File: src/pin_bank_pkg.sv
// constants and types shared by the local pin configuration bank
// What this block does
// - both bits clear: back channel 5 Mbps
// - rate select only: back channel 10 Mbps
// - high-speed bit set: 20 Mbps, select ignored
// - four register-only pins, output or input
// - register-pin mode overrides shared audio input
// - local and remote register access both work
// - register-only pins never taken from link
// - pin nine codes 1/9/3, level in 0x6F[1]
// - pin eight upper nibble, level in 0x6F[0]
// - pins five to seven, levels at 0x6E[7:5]
// - link pins local codes, levels 0x6E[3:0]
// - high-speed bit 4, rate select bit 6
package pin_bank_pkg;

    // =========================================================
    // register offsets
    localparam logic [7:0] OFS_PIN_NINE_CFG = 8'h1A;
    localparam logic [7:0] OFS_LINK_PIN_ZERO_CFG = 8'h1D;
    localparam logic [7:0] OFS_LINK_PINS_ONE_TWO_CFG = 8'h1E;
    localparam logic [7:0] OFS_LINK_PIN_THREE_CFG = 8'h1F;
    localparam logic [7:0] OFS_REG_PINS_FIVE_SIX_CFG = 8'h20;
    localparam logic [7:0] OFS_REG_PINS_SEVEN_EIGHT_CFG = 8'h21;
    localparam logic [7:0] OFS_BACK_CHANNEL_CTRL = 8'h23;
    localparam logic [7:0] OFS_PIN_LEVEL_STATUS_LOW = 8'h6E;
    localparam logic [7:0] OFS_PIN_LEVEL_STATUS_HIGH = 8'h6F;

    // =========================================================
    // reset values
    localparam logic [7:0] RST_PIN_CFG = 8'h00;
    localparam logic [7:0] RST_BACK_CHANNEL_CTRL = 8'h00;
    localparam logic [7:0] UNMAPPED_READ = 8'h00;

    // =========================================================
    // configuration codes of one pin nibble
    localparam logic [3:0] CODE_DRIVE_LOW = 4'h1;
    localparam logic [3:0] CODE_DRIVE_HIGH = 4'h9;
    localparam logic [3:0] CODE_INPUT = 4'h3;

    // =========================================================
    // field positions
    localparam int BIT_BC_HIGH_SPEED = 4;
    localparam int BIT_BC_RATE_SELECT = 6;
    localparam int STAT_LOW_LINK_LSB = 0;
    localparam int STAT_LOW_UNUSED = 4;
    localparam int STAT_LOW_REG_LSB = 5;
    localparam int STAT_HIGH_PIN_EIGHT = 0;
    localparam int STAT_HIGH_PIN_NINE = 1;

    // =========================================================
    // pin indices inside the bank vectors
    localparam int NUM_PINS = 9;
    localparam int NUM_LINK_PINS = 4;
    localparam int NUM_REG_PINS = 4;
    localparam int PIN_LINK_ZERO = 0;
    localparam int PIN_LINK_ONE = 1;
    localparam int PIN_LINK_TWO = 2;
    localparam int PIN_LINK_THREE = 3;
    localparam int PIN_REG_FIVE = 4;
    localparam int PIN_REG_SIX = 5;
    localparam int PIN_REG_SEVEN = 6;
    localparam int PIN_REG_EIGHT = 7;
    localparam int PIN_NINE = 8;

    // =========================================================
    // back channel timing
    localparam int CLK_HZ = 20000000;
    localparam int BC_RATE_LOW_BPS = 5000000;
    localparam int BC_RATE_MID_BPS = 10000000;
    localparam int BC_RATE_HIGH_BPS = 20000000;
    localparam int BC_DIV_W = 3;
    localparam logic [BC_DIV_W-1:0] BC_DIV_LOW = BC_DIV_W'(CLK_HZ / BC_RATE_LOW_BPS);
    localparam logic [BC_DIV_W-1:0] BC_DIV_MID = BC_DIV_W'(CLK_HZ / BC_RATE_MID_BPS);
    localparam logic [BC_DIV_W-1:0] BC_DIV_HIGH = BC_DIV_W'(CLK_HZ / BC_RATE_HIGH_BPS);
    localparam logic [1:0] STRAP_SETTLE = 2'h2;

    typedef enum logic [1:0] {
        BC_RATE_LOW = 2'b00,
        BC_RATE_MID = 2'b01,
        BC_RATE_HIGH = 2'b11
    } bc_rate_t;

endpackage

File: src/level_sync.sv
// two-flop synchronizer for pad levels entering the clock domain
`timescale 1ns/100ps
`default_nettype none
module level_sync #(
    parameter int WIDTH = 1
) (
    // clock and reset
    input wire logic clk,
    input wire logic sys_rst,
    // levels
    input wire logic [WIDTH-1:0] async_in,
    output logic [WIDTH-1:0] sync_out
);

    logic [WIDTH-1:0] stage_one;

    // first stage feeds only the second stage
    always_ff @(posedge clk or posedge sys_rst) begin
        if (sys_rst) begin
            stage_one <= '0;
            sync_out <= '0;
        end else begin
            stage_one <= async_in;
            sync_out <= stage_one;
        end
    end

endmodule
`default_nettype wire

File: src/pin_cfg_decode.sv
// decode of one four-bit pin configuration nibble
`timescale 1ns/100ps
`default_nettype none
module pin_cfg_decode
    import pin_bank_pkg::*;
(
    // configuration
    input wire logic [3:0] code,
    // decoded mode
    output logic drive_en,
    output logic drive_level,
    output logic input_en
);

    // any other code keeps the driver off
    assign drive_en = (code == CODE_DRIVE_LOW) || (code == CODE_DRIVE_HIGH);
    assign drive_level = (code == CODE_DRIVE_HIGH);
    assign input_en = (code == CODE_INPUT);

endmodule
`default_nettype wire

File: src/local_pin_config_bank.sv
// register-controlled local pin bank with back channel rate decode
`timescale 1ns/100ps
`default_nettype none
module local_pin_config_bank
    import pin_bank_pkg::*;
(
    // clock and reset
    input wire logic clk,
    input wire logic sys_rst,
    // local register access
    input wire logic loc_req,
    input wire logic loc_write,
    input wire logic [7:0] loc_addr,
    input wire logic [7:0] loc_wdata,
    output logic loc_ack,
    output logic [7:0] loc_rdata,
    // remote register access from the control channel
    input wire logic rem_req,
    input wire logic rem_write,
    input wire logic [7:0] rem_addr,
    input wire logic [7:0] rem_wdata,
    output logic rem_ack,
    output logic [7:0] rem_rdata,
    // pads
    input wire logic [NUM_PINS-1:0] pad_in,
    output logic [NUM_PINS-1:0] pad_out,
    output logic [NUM_PINS-1:0] pad_oe,
    // shared audio inputs on register-only pins
    output logic [NUM_REG_PINS-1:0] audio_in_enable,
    // back channel
    input wire logic hs_strap,
    output bc_rate_t bc_rate,
    output logic [BC_DIV_W-1:0] bc_divider,
    output logic bc_bit_tick
);

    // =========================================================
    // state
    logic [7:0] cfg_pin_nine;
    logic [7:0] cfg_link_zero;
    logic [7:0] cfg_link_one_two;
    logic [7:0] cfg_link_three;
    logic [7:0] cfg_reg_five_six;
    logic [7:0] cfg_reg_seven_eight;
    logic [7:0] bc_ctrl;
    logic [1:0] strap_cnt;
    logic strap_done;
    logic [BC_DIV_W-1:0] tick_cnt;

    logic [7:0] next_cfg_pin_nine;
    logic [7:0] next_cfg_link_zero;
    logic [7:0] next_cfg_link_one_two;
    logic [7:0] next_cfg_link_three;
    logic [7:0] next_cfg_reg_five_six;
    logic [7:0] next_cfg_reg_seven_eight;
    logic [7:0] next_bc_ctrl;
    logic [1:0] next_strap_cnt;
    logic next_strap_done;
    logic [BC_DIV_W-1:0] next_tick_cnt;
    logic next_loc_ack;
    logic [7:0] next_loc_rdata;
    logic next_rem_ack;
    logic [7:0] next_rem_rdata;
    logic [NUM_PINS-1:0] next_pad_out;
    logic [NUM_PINS-1:0] next_pad_oe;
    logic [NUM_REG_PINS-1:0] next_audio_in_enable;
    bc_rate_t next_bc_rate;
    logic [BC_DIV_W-1:0] next_bc_divider;
    logic next_bc_bit_tick;

    // =========================================================
    // pad synchronizers
    logic [NUM_PINS-1:0] pad_level;
    logic strap_level;

    level_sync #(.WIDTH(NUM_PINS)) u_pad_sync (
        .clk(clk),
        .sys_rst(sys_rst),
        .async_in(pad_in),
        .sync_out(pad_level)
    );

    level_sync #(.WIDTH(1)) u_strap_sync (
        .clk(clk),
        .sys_rst(sys_rst),
        .async_in(hs_strap),
        .sync_out(strap_level)
    );

    // =========================================================
    // per-pin decode
    logic [3:0] pin_code [NUM_PINS];
    logic [NUM_PINS-1:0] drive_en;
    logic [NUM_PINS-1:0] drive_level;
    logic [NUM_PINS-1:0] input_en;
    logic [NUM_PINS-1:0] read_level;

    // register-only pins see only their local nibbles, never link data
    assign pin_code[PIN_LINK_ZERO] = cfg_link_zero[3:0];
    assign pin_code[PIN_LINK_ONE] = cfg_link_one_two[3:0];
    assign pin_code[PIN_LINK_TWO] = cfg_link_one_two[7:4];
    assign pin_code[PIN_LINK_THREE] = cfg_link_three[3:0];
    assign pin_code[PIN_REG_FIVE] = cfg_reg_five_six[3:0];
    assign pin_code[PIN_REG_SIX] = cfg_reg_five_six[7:4];
    assign pin_code[PIN_REG_SEVEN] = cfg_reg_seven_eight[3:0];
    assign pin_code[PIN_REG_EIGHT] = cfg_reg_seven_eight[7:4];
    assign pin_code[PIN_NINE] = cfg_pin_nine[3:0];

    genvar gi;
    generate
        for (gi = 0; gi < NUM_PINS; gi++) begin : g_pin
            pin_cfg_decode u_decode (
                .code(pin_code[gi]),
                .drive_en(drive_en[gi]),
                .drive_level(drive_level[gi]),
                .input_en(input_en[gi])
            );
            // a pin reads back its level only while configured as input
            assign read_level[gi] = pad_level[gi] & input_en[gi];
        end
    endgenerate

    // =========================================================
    // status words
    logic [7:0] status_low;
    logic [7:0] status_high;

    always_comb begin
        status_low = 8'h00;
        status_high = 8'h00;
        status_low[STAT_LOW_LINK_LSB +: NUM_LINK_PINS] =
            read_level[PIN_LINK_THREE:PIN_LINK_ZERO];
        status_low[STAT_LOW_UNUSED] = 1'b0;
        status_low[STAT_LOW_REG_LSB +: 3] = read_level[PIN_REG_SEVEN:PIN_REG_FIVE];
        status_high[STAT_HIGH_PIN_EIGHT] = read_level[PIN_REG_EIGHT];
        status_high[STAT_HIGH_PIN_NINE] = read_level[PIN_NINE];
    end

    // =========================================================
    // access arbitration
    // local wins a tie; the remote side holds its request until acked
    logic loc_take;
    logic rem_take;
    logic acc_take;
    logic acc_write;
    logic [7:0] acc_addr;
    logic [7:0] acc_wdata;
    logic [7:0] acc_rdata;

    assign loc_take = loc_req && !loc_ack;
    assign rem_take = rem_req && !rem_ack && !loc_take;
    assign acc_take = loc_take || rem_take;
    assign acc_write = loc_take ? loc_write : rem_write;
    assign acc_addr = loc_take ? loc_addr : rem_addr;
    assign acc_wdata = loc_take ? loc_wdata : rem_wdata;

    always_comb begin
        unique case (acc_addr)
            OFS_PIN_NINE_CFG: acc_rdata = cfg_pin_nine;
            OFS_LINK_PIN_ZERO_CFG: acc_rdata = cfg_link_zero;
            OFS_LINK_PINS_ONE_TWO_CFG: acc_rdata = cfg_link_one_two;
            OFS_LINK_PIN_THREE_CFG: acc_rdata = cfg_link_three;
            OFS_REG_PINS_FIVE_SIX_CFG: acc_rdata = cfg_reg_five_six;
            OFS_REG_PINS_SEVEN_EIGHT_CFG: acc_rdata = cfg_reg_seven_eight;
            OFS_BACK_CHANNEL_CTRL: acc_rdata = bc_ctrl;
            OFS_PIN_LEVEL_STATUS_LOW: acc_rdata = status_low;
            OFS_PIN_LEVEL_STATUS_HIGH: acc_rdata = status_high;
            default: acc_rdata = UNMAPPED_READ;
        endcase
    end

    // =========================================================
    // back channel rate decode
    bc_rate_t rate_sel;
    logic [BC_DIV_W-1:0] div_sel;

    always_comb begin
        if (bc_ctrl[BIT_BC_HIGH_SPEED]) begin
            rate_sel = BC_RATE_HIGH;
            div_sel = BC_DIV_HIGH;
        end else if (bc_ctrl[BIT_BC_RATE_SELECT]) begin
            rate_sel = BC_RATE_MID;
            div_sel = BC_DIV_MID;
        end else begin
            rate_sel = BC_RATE_LOW;
            div_sel = BC_DIV_LOW;
        end
    end

    // =========================================================
    // next values
    always_comb begin
        next_cfg_pin_nine = cfg_pin_nine;
        next_cfg_link_zero = cfg_link_zero;
        next_cfg_link_one_two = cfg_link_one_two;
        next_cfg_link_three = cfg_link_three;
        next_cfg_reg_five_six = cfg_reg_five_six;
        next_cfg_reg_seven_eight = cfg_reg_seven_eight;
        next_bc_ctrl = bc_ctrl;
        next_strap_cnt = strap_cnt;
        next_strap_done = strap_done;

        if (acc_take && acc_write) begin
            unique case (acc_addr)
                OFS_PIN_NINE_CFG: next_cfg_pin_nine = acc_wdata;
                OFS_LINK_PIN_ZERO_CFG: next_cfg_link_zero = acc_wdata;
                OFS_LINK_PINS_ONE_TWO_CFG: next_cfg_link_one_two = acc_wdata;
                OFS_LINK_PIN_THREE_CFG: next_cfg_link_three = acc_wdata;
                OFS_REG_PINS_FIVE_SIX_CFG: next_cfg_reg_five_six = acc_wdata;
                OFS_REG_PINS_SEVEN_EIGHT_CFG: next_cfg_reg_seven_eight = acc_wdata;
                OFS_BACK_CHANNEL_CTRL: next_bc_ctrl = acc_wdata;
                default: begin
                end
            endcase
        end

        // strap is caught once the synchronizer has settled after reset;
        // it beats a register write landing on that same edge
        if (!strap_done) begin
            if (strap_cnt == STRAP_SETTLE) begin
                next_bc_ctrl[BIT_BC_HIGH_SPEED] = strap_level;
                next_strap_done = 1'b1;
            end else begin
                next_strap_cnt = strap_cnt + 2'h1;
            end
        end

        next_loc_ack = loc_take;
        next_loc_rdata = loc_take ? acc_rdata : loc_rdata;
        next_rem_ack = rem_take;
        next_rem_rdata = rem_take ? acc_rdata : rem_rdata;

        next_pad_oe = drive_en;
        next_pad_out = drive_en & drive_level;
        // pad owned by the register pin blocks the audio serial input
        next_audio_in_enable = ~(drive_en[PIN_REG_EIGHT:PIN_REG_FIVE]
            | input_en[PIN_REG_EIGHT:PIN_REG_FIVE]);

        next_bc_rate = rate_sel;
        next_bc_divider = div_sel;
        // restart the bit timer on a rate change to avoid a short bit
        if (div_sel != bc_divider || tick_cnt >= div_sel - BC_DIV_W'(1)) begin
            next_tick_cnt = '0;
        end else begin
            next_tick_cnt = tick_cnt + BC_DIV_W'(1);
        end
        next_bc_bit_tick = (div_sel == bc_divider) && (tick_cnt == div_sel - BC_DIV_W'(1));
    end

    // =========================================================
    // registers
    always_ff @(posedge clk or posedge sys_rst) begin
        if (sys_rst) begin
            cfg_pin_nine <= RST_PIN_CFG;
            cfg_link_zero <= RST_PIN_CFG;
            cfg_link_one_two <= RST_PIN_CFG;
            cfg_link_three <= RST_PIN_CFG;
            cfg_reg_five_six <= RST_PIN_CFG;
            cfg_reg_seven_eight <= RST_PIN_CFG;
            bc_ctrl <= RST_BACK_CHANNEL_CTRL;
            strap_cnt <= 2'h0;
            strap_done <= 1'b0;
            tick_cnt <= '0;
            loc_ack <= 1'b0;
            loc_rdata <= 8'h00;
            rem_ack <= 1'b0;
            rem_rdata <= 8'h00;
            pad_out <= '0;
            pad_oe <= '0;
            audio_in_enable <= {NUM_REG_PINS{1'b1}};
            bc_rate <= BC_RATE_LOW;
            bc_divider <= BC_DIV_LOW;
            bc_bit_tick <= 1'b0;
        end else begin
            cfg_pin_nine <= next_cfg_pin_nine;
            cfg_link_zero <= next_cfg_link_zero;
            cfg_link_one_two <= next_cfg_link_one_two;
            cfg_link_three <= next_cfg_link_three;
            cfg_reg_five_six <= next_cfg_reg_five_six;
            cfg_reg_seven_eight <= next_cfg_reg_seven_eight;
            bc_ctrl <= next_bc_ctrl;
            strap_cnt <= next_strap_cnt;
            strap_done <= next_strap_done;
            tick_cnt <= next_tick_cnt;
            loc_ack <= next_loc_ack;
            loc_rdata <= next_loc_rdata;
            rem_ack <= next_rem_ack;
            rem_rdata <= next_rem_rdata;
            pad_out <= next_pad_out;
            pad_oe <= next_pad_oe;
            audio_in_enable <= next_audio_in_enable;
            bc_rate <= next_bc_rate;
            bc_divider <= next_bc_divider;
            bc_bit_tick <= next_bc_bit_tick;
        end
    end

endmodule
`default_nettype wire

File: config.mk
export PLATFORM = sky130hd
export DESIGN_NAME = local_pin_config_bank
export DESIGN_NICKNAME = d
export VERILOG_FILES = /design/src/pin_bank_pkg.sv /design/src/level_sync.sv /design/src/pin_cfg_decode.sv /design/src/local_pin_config_bank.sv
export SDC_FILE = /design/constraint.sdc
export NUM_CORES = 1
export LEC_CHECK = 0
export ABC_AREA = 1
export BUFFER_PORTS_ARGS = -buffer_cell sky130_fd_sc_hd__buf_4
export CAP_MARGIN = 5
export CORE_MARGIN = 2
export CORE_UTILIZATION = 31
export CTS_CLUSTER_SIZE = 20
export DETAILED_ROUTE_END_ITERATION = 6
export PLACE_DENSITY = 0.54
export SYNTH_ARGS = -nofsm -noshare
export SYNTH_HDL_FRONTEND = slang
export SYNTH_SLANG_ARGS = --single-unit
export TNS_END_PERCENT = 10
File: constraint.sdc
create_clock -name clk -period 10.3 [get_ports clk]
set_clock_uncertainty 0.1 [all_clocks]
set_input_delay 1.03 -clock clk [delete_from_list [all_inputs] [get_ports clk]]
set_output_delay 1.03 -clock clk [all_outputs]
set_load 0.01 [all_outputs]
-- Yosys cells after proc, flatten, opt, wreduce, memory -nomap -nowiden
Cells that the tools add are included.
- add/sub/neg operators: 3
- $lt $le $gt $ge: 1
- equal/unequal tests: 40
- muxes and demuxes: 15
- bitwise gates (word level): 14
- reductions and logical operators: 27
- operators with widths (cell ; count):
    8-bit case mux with 9 select lines ; 1
    4-bit by 1-bit equality test with 1-bit output (second input constant) ; 9
    4-bit by 2-bit equality test with 1-bit output (second input constant) ; 9
    4-bit equality test (second input constant) ; 9
    8-bit by 5-bit equality test with 1-bit output (second input constant) ; 4
    8-bit by 6-bit equality test with 1-bit output (second input constant) ; 3
    8-bit by 7-bit equality test with 1-bit output (second input constant) ; 2
    8-bit two-way mux ; 2
    2-bit AND reduction ; 8
    1-bit logical OR ; 11
    5-bit two-way mux ; 2
    1-bit bitwise AND ; 9
    9-bit bitwise AND ; 1
    3-bit two-way mux ; 3
    3-bit equality test ; 2
    1-bit two-way mux ; 6
    1-bit logical AND ; 5
    4-bit inverter ; 1
    4-bit OR ; 1
    3-bit by 1-bit adder with 3-bit output (second input constant) ; 1
    3-bit greater-or-equal comparator ; 1
    1-bit zero test ; 3
    3-bit != test ; 1
    3-bit by 1-bit subtractor with 3-bit output (second input constant) ; 1
    other kinds (4) ; 5
- bits in registers: 128
- bits of input ports: 48
- output and inout port bits: 46
- logic and storage cells: 125

-- Logic depth before layout (Yosys ltp)
- word-level depth: 9
- gate-level depth with buffers: 15
- gate-level depth less buffers: 13

-- Hierarchy
Synthesis repeated with hierarchy kept, for this count alone.
- cells, all modules: 727
- area, all modules: 6187.2 um^2
- modules (own cells, without submodules) (module ; instances ; cells an instance ; area each (um^2) ; sequential area each (um^2)):
    local_pin_config_bank ; 1 ; 615 ; 5296.3 ; 2683.8
    level_sync (u_pad_sync) ; 1 ; 19 ; 454.2 ; 450.4
    pin_cfg_decode ; 9 ; 10 ; 42.5 ; 0.0
    level_sync (u_strap_sync) ; 1 ; 3 ; 53.8 ; 50.0

-- Least setup slack after synthesis
No wires, ideal clock.
- kind: input to register
- start: input port loc_req
- end: register cfg_reg_five_six[7]
- library setup time: 126 ps
- data arrival time: 2261 ps
- data required time: 10074 ps
- setup slack: 7813 ps
- cell stages on the path: 11
- buffers on the path: 3
- cells stage by stage: buf_2 -> nand3_1 -> nand2_1 -> nand2_2 -> nor2_8 -> nand2_1 -> or2_1 -> buf_6 -> buf_6 -> nand2_1 -> o21ai_2
- cells in the longest elaborated chain, start to end: 6
- elaborated cells between the ends (all ways): 10
- classes of those cells: eq/ne: 1; mux: 3; reduce/logical: 6
- RTL lines (what ; RTL line ; source):
    from (decl) ; local_pin_config_bank.sv:11 ; input wire logic loc_req,
    1-bit logical AND * ; local_pin_config_bank.sv:150 ; assign loc_take = loc_req && !loc_ack;
    branches (longest 5 deep; another with 8-bit two-way mux) ; -- ;
    to (signal assigned) ; local_pin_config_bank.sv:279 ; cfg_reg_five_six <= next_cfg_reg_five_six;
    to (decl) ; local_pin_config_bank.sv:43 ; logic [7:0] cfg_reg_five_six;
Mark *: on every way between the ends.
A chain may end at the register's enable or synchronous reset.

-- Worst setup path in the final report
- start: input port loc_req
- end: register cfg_reg_five_six[0]
Same word-level chain as after synthesis.

==> qor.txt <==
Xor/xnor share of the synthesized area -> 0.150%
Setup TNS -> 0 ns
Yosys Warn Count -> 0
Row Count -> 50
Worst setup EP type -> flop
Critical Path RT -> 10.48 ns
Clk sinks -> 127
Initial Utilization -> 31.5%
Final setup vio count -> 0
Hold WS -> 0.246 ns
Post-synthesis simple-gate area fraction -> 28.8%
Uppermost routed layer -> met4
Hold Vio Cnt, Final -> 0
Area Overhead vs Synth -> 24.4%
PD cells -> 168 nW/um2
Critical path class -> in2reg
Net Sw Frac -> 24.7%
Global-route wire length before repair -> 24900 um
Post-synthesis cell count -> 664
Met1 Wirelength -> 7240 um
Max frequency -> 312 MHz
Die area -> 20000 um2
Status -> complete, no violations
Sequential cell area fraction in the yosys report -> 54.5%
Crit path cell chain -> buf_4 -> inv_2 -> nor2_4 -> nor3_1 -> a21boi_4 -> or2_1 -> nand2_1 -> o21ai_2
Hold Crit Class -> reg2reg
Worst path bufs/invs -> 2
Antenna cells -> 0
Clk buf depth -> 2
Crit path launch type -> primary input
Vias in the first global route -> 4642
Port Buf Inserts -> 93
Global route overflow -> 0
Max Cap Viol -> 0
Met2 Wirelength -> 7160 um
Nets -> 808
Measured slew at the worst slew-check pin -> 1.13 ns
LEAKAGE -> 3.62 nW
Pin count of the biggest net entering global routing -> 73
Slowest stage delay, CP -> 0.89 ns
Worst slack, placed -> 6.61 ns
Clk pwr share -> 48.5%
Reg power frac -> 43.2%
Internal power -> 0.000922 W
Sw Pwr -> 0.000302 W
Dpl hpwl -> 11200 um
Avg WL per Cell -> 15.2 um
Fillers -> 1848
DRC Markers -> 0
Routed WL -> 15300 um
CTS H-Tree Depth -> 4
GRT Overall Usage -> 16.3%
Post-Synth Adder-Cell Area -> 0.856%
RD Place Congestion -> 0.838
Die Wd -> 141 um
Worst-skew pair later-pin latency -> 0.42 ns
RSZ-0062 raised after global routing -> false
Synth Register Bits -> 127
DRC violation total after the first TritonRoute iteration -> 294
Synth Area per Inst -> 8.81 um2
Crit path arrival time -> 3.39 ns
Synth Area in Compound Gates -> 8.35%
Core Area -> 18600 um2
Final Slew Violations -> 0
CP max FO -> 24
Peak supply drop -> 0.113 mV
DRT antenna net count -> 0
Met3 WL -> 722 um
Netlist Area Pre-Place -> 5850 um2
CTS tree -> done
Initial antenna violation count -> 0
Pre-antenna DRT Iters -> 5
Clock Pin Slew Worst Setup and Hold Paths -> 0.06 ns
Die height -> 141 um
Worst path top cell family by delay -> simple AND/OR/NAND/NOR gates
Logic pwr share -> 8.3%
Largest family of logic cells by synthesized area -> simple AND/OR/NAND/NOR gates
Via density -> 4.64
Layout cell share with drive strength beyond 1 -> 22.7%
Clock buffer count from CTS -> 17
Hold buffers post-CTS -> 0
Post-route setup slack -> 7.09 ns
Slowest-stage cell, CP -> nor3_1
Mapped Nets -> 716
Synth cell types -> 33
CTS Root Cell -> clkbuf_16
Post-synthesis mux area share -> 0%
IO Pins -> 94
Postcts setup bufs -> 0
Fin crit share -> 31.2%
PostCTS Resize Cnt -> 0
Slew HR -> 24.0%
Tmin final -> 3.21 ns
Vias -> 4645
[metrics by stage]
step | instance area, um2 | instances | utilization, % | power [W]
floorplan | 5850 | 664 | - | 0.000596
finish | 7270 | 1002 | 39.2 | 0.00122
CTS | 7270 | 1002 | 39.2 | 0.00124
global route | 7270 | 1002 | 39.2 | 0.00128
global placement | 6690 | 971 | 36.0 | 0.000641
detailed placement | 6690 | 971 | 36.0 | 0.000641
[worst register-to-register path, stage by stage (launching register included)]
cell     delay, ns
dfrtp_1       0.45
inv_2         0.14
nand2_2       0.45
nand2_1       0.10
nand2_1       0.15
nand2_4       0.10
nor2_4        0.46
nand2_2       0.26
o21ai_1       0.21
nor2_1        0.09
nand2_1       0.13
nand2_1       0.08
nand2_1       0.10
[per-layer routing]
metal / vias up / track usage [%]
met2: 119 / 25.9
met4: 0 / 5.42
met3: 9 / 3.75
met1: 2186 / 22.2
li1: 2331 / -
met5: - / 0
[cell type report]
| class | count | area [um2] | share of cell area [%] |
|---|---|---|---|
| multi-input cells | 444 | 2230 | 30.7 |
| flip-flops and latches | 127 | 3180 | 43.8 |
| repair buffers | 94 | 706 | 9.70 |
| inverters | 72 | 273 | 3.75 |
| well taps | 234 | 293 | 4.02 |
| clock inverters | 12 | 136 | 1.87 |
| clock buffers | 19 | 453 | 6.23 |
[path summary, 6_finish.rpt]
check,startpoint,end,slack (ns),depth (start not counted)
max reg2reg,loc_ack,rem_rdata[1],7.41,12
min in group asynchronous,sys_rst,u_pad_sync.stage_one[0],0.64,2
max in group asynchronous,sys_rst,loc_rdata[1],8.10,3
min,u_pad_sync.stage_one[1],u_pad_sync.sync_out[1],0.25,0
max,loc_req,cfg_reg_five_six[0],7.09,8
min reg2reg,u_pad_sync.stage_one[1],u_pad_sync.sync_out[1],0.25,0
[sequential cells by signal (all words and copies together) (netlist names), 4 cells and up]
signal	flops
loc_rdata	8
cfg_link_three	8
cfg_pin_nine	8
pad_oe	9
rem_rdata	8
pad_out	9
u_pad_sync.stage_one	9
cfg_reg_seven_eight	8
cfg_link_zero	8
bc_ctrl	8
audio_in_enable	4
cfg_reg_five_six	8
cfg_link_one_two	8
u_pad_sync.sync_out	9
[cells in the final DEF (no fill, tap or decap), types with 3 or more instances in the layout]
master,instances
and2_0,6
buf_4,94
clkbuf_16,17
clkinv_4,3
clkinvlp_4,3
dfrtp_1,122
dfstp_2,5
ha_1,4
inv_1,68
inv_2,3
nand2_1,183
nand2_2,12
nand3_1,62
nand3b_1,3
nand4_1,9
nor2_1,44
nor2_2,3
nor2_4,12
nor3_1,14
nor4_1,7
o21a_1,17
o21ai_0,24
o21ai_1,25
o21ai_2,8
[cell usage after synthesis]
| master | instances | area, um2 |
|---|---|---|
| inv_2 | 3 | 11.3 |
| o21ai_2 | 8 | 70.1 |
| ha_1 | 4 | 50.1 |
| nor2_4 | 12 | 135 |
| nor2_1 | 44 | 165 |
| o21ai_1 | 25 | 125 |
| nand2_4 | 2 | 22.5 |
| clkbuf_1 | 3 | 11.3 |
| o21a_1 | 17 | 128 |
| nor3_1 | 14 | 70.1 |
| nor2_8 | 1 | 20.0 |
| o21ai_0 | 24 | 120 |
| and2_0 | 6 | 37.5 |
| or2_1 | 1 | 6.26 |
| nand3b_1 | 3 | 22.5 |
| nor2_2 | 3 | 18.8 |
| buf_4 | 7 | 52.6 |
| nand2_1 | 183 | 687 |
| and2_1 | 2 | 12.5 |
| dfstp_2 | 5 | 131 |
| nand2_2 | 12 | 75.1 |
| buf_6 | 7 | 78.8 |
| o21ba_2 | 1 | 10.0 |
| inv_1 | 69 | 259 |
| dfrtp_1 | 122 | 3050 |
| a221oi_1 | 1 | 8.76 |
| nor4_1 | 7 | 43.8 |
| buf_2 | 4 | 20.0 |
| xor2_1 | 1 | 8.76 |
| a21boi_4 | 1 | 18.8 |
| nand3_1 | 62 | 310 |
| nand4_1 | 9 | 56.3 |
| a211oi_1 | 1 | 7.51 |
[power groups by stage]
| stage | combinational [W] | sequential [W] | clock, W |
|---|---|---|---|
| after floorplan | 0.0000595 | 0.000536 | 0 |
| after global routing | 0.000114 | 0.000530 | 0.000631 |
| after CTS | 0.000104 | 0.000529 | 0.000606 |
| after global placement | 0.000104 | 0.000537 | 0 |
| final | 0.000102 | 0.000529 | 0.000593 |
| after detailed placement | 0.000104 | 0.000537 | 0 |
[cells by family (layout without fill, tap and decap cells)]
kind of cell | count (synthesis) | after routing
flip-flops | 127 | 127
XOR/XNOR | 1 | 1
buffers and inverters | 93 | 197
adder cells (fa/ha/maj) | 4 | 4
AO/OA/AOI/OAI | 78 | 78
AND/OR/NAND/NOR | 361 | 361
Power figures use the tool's default switching activity.
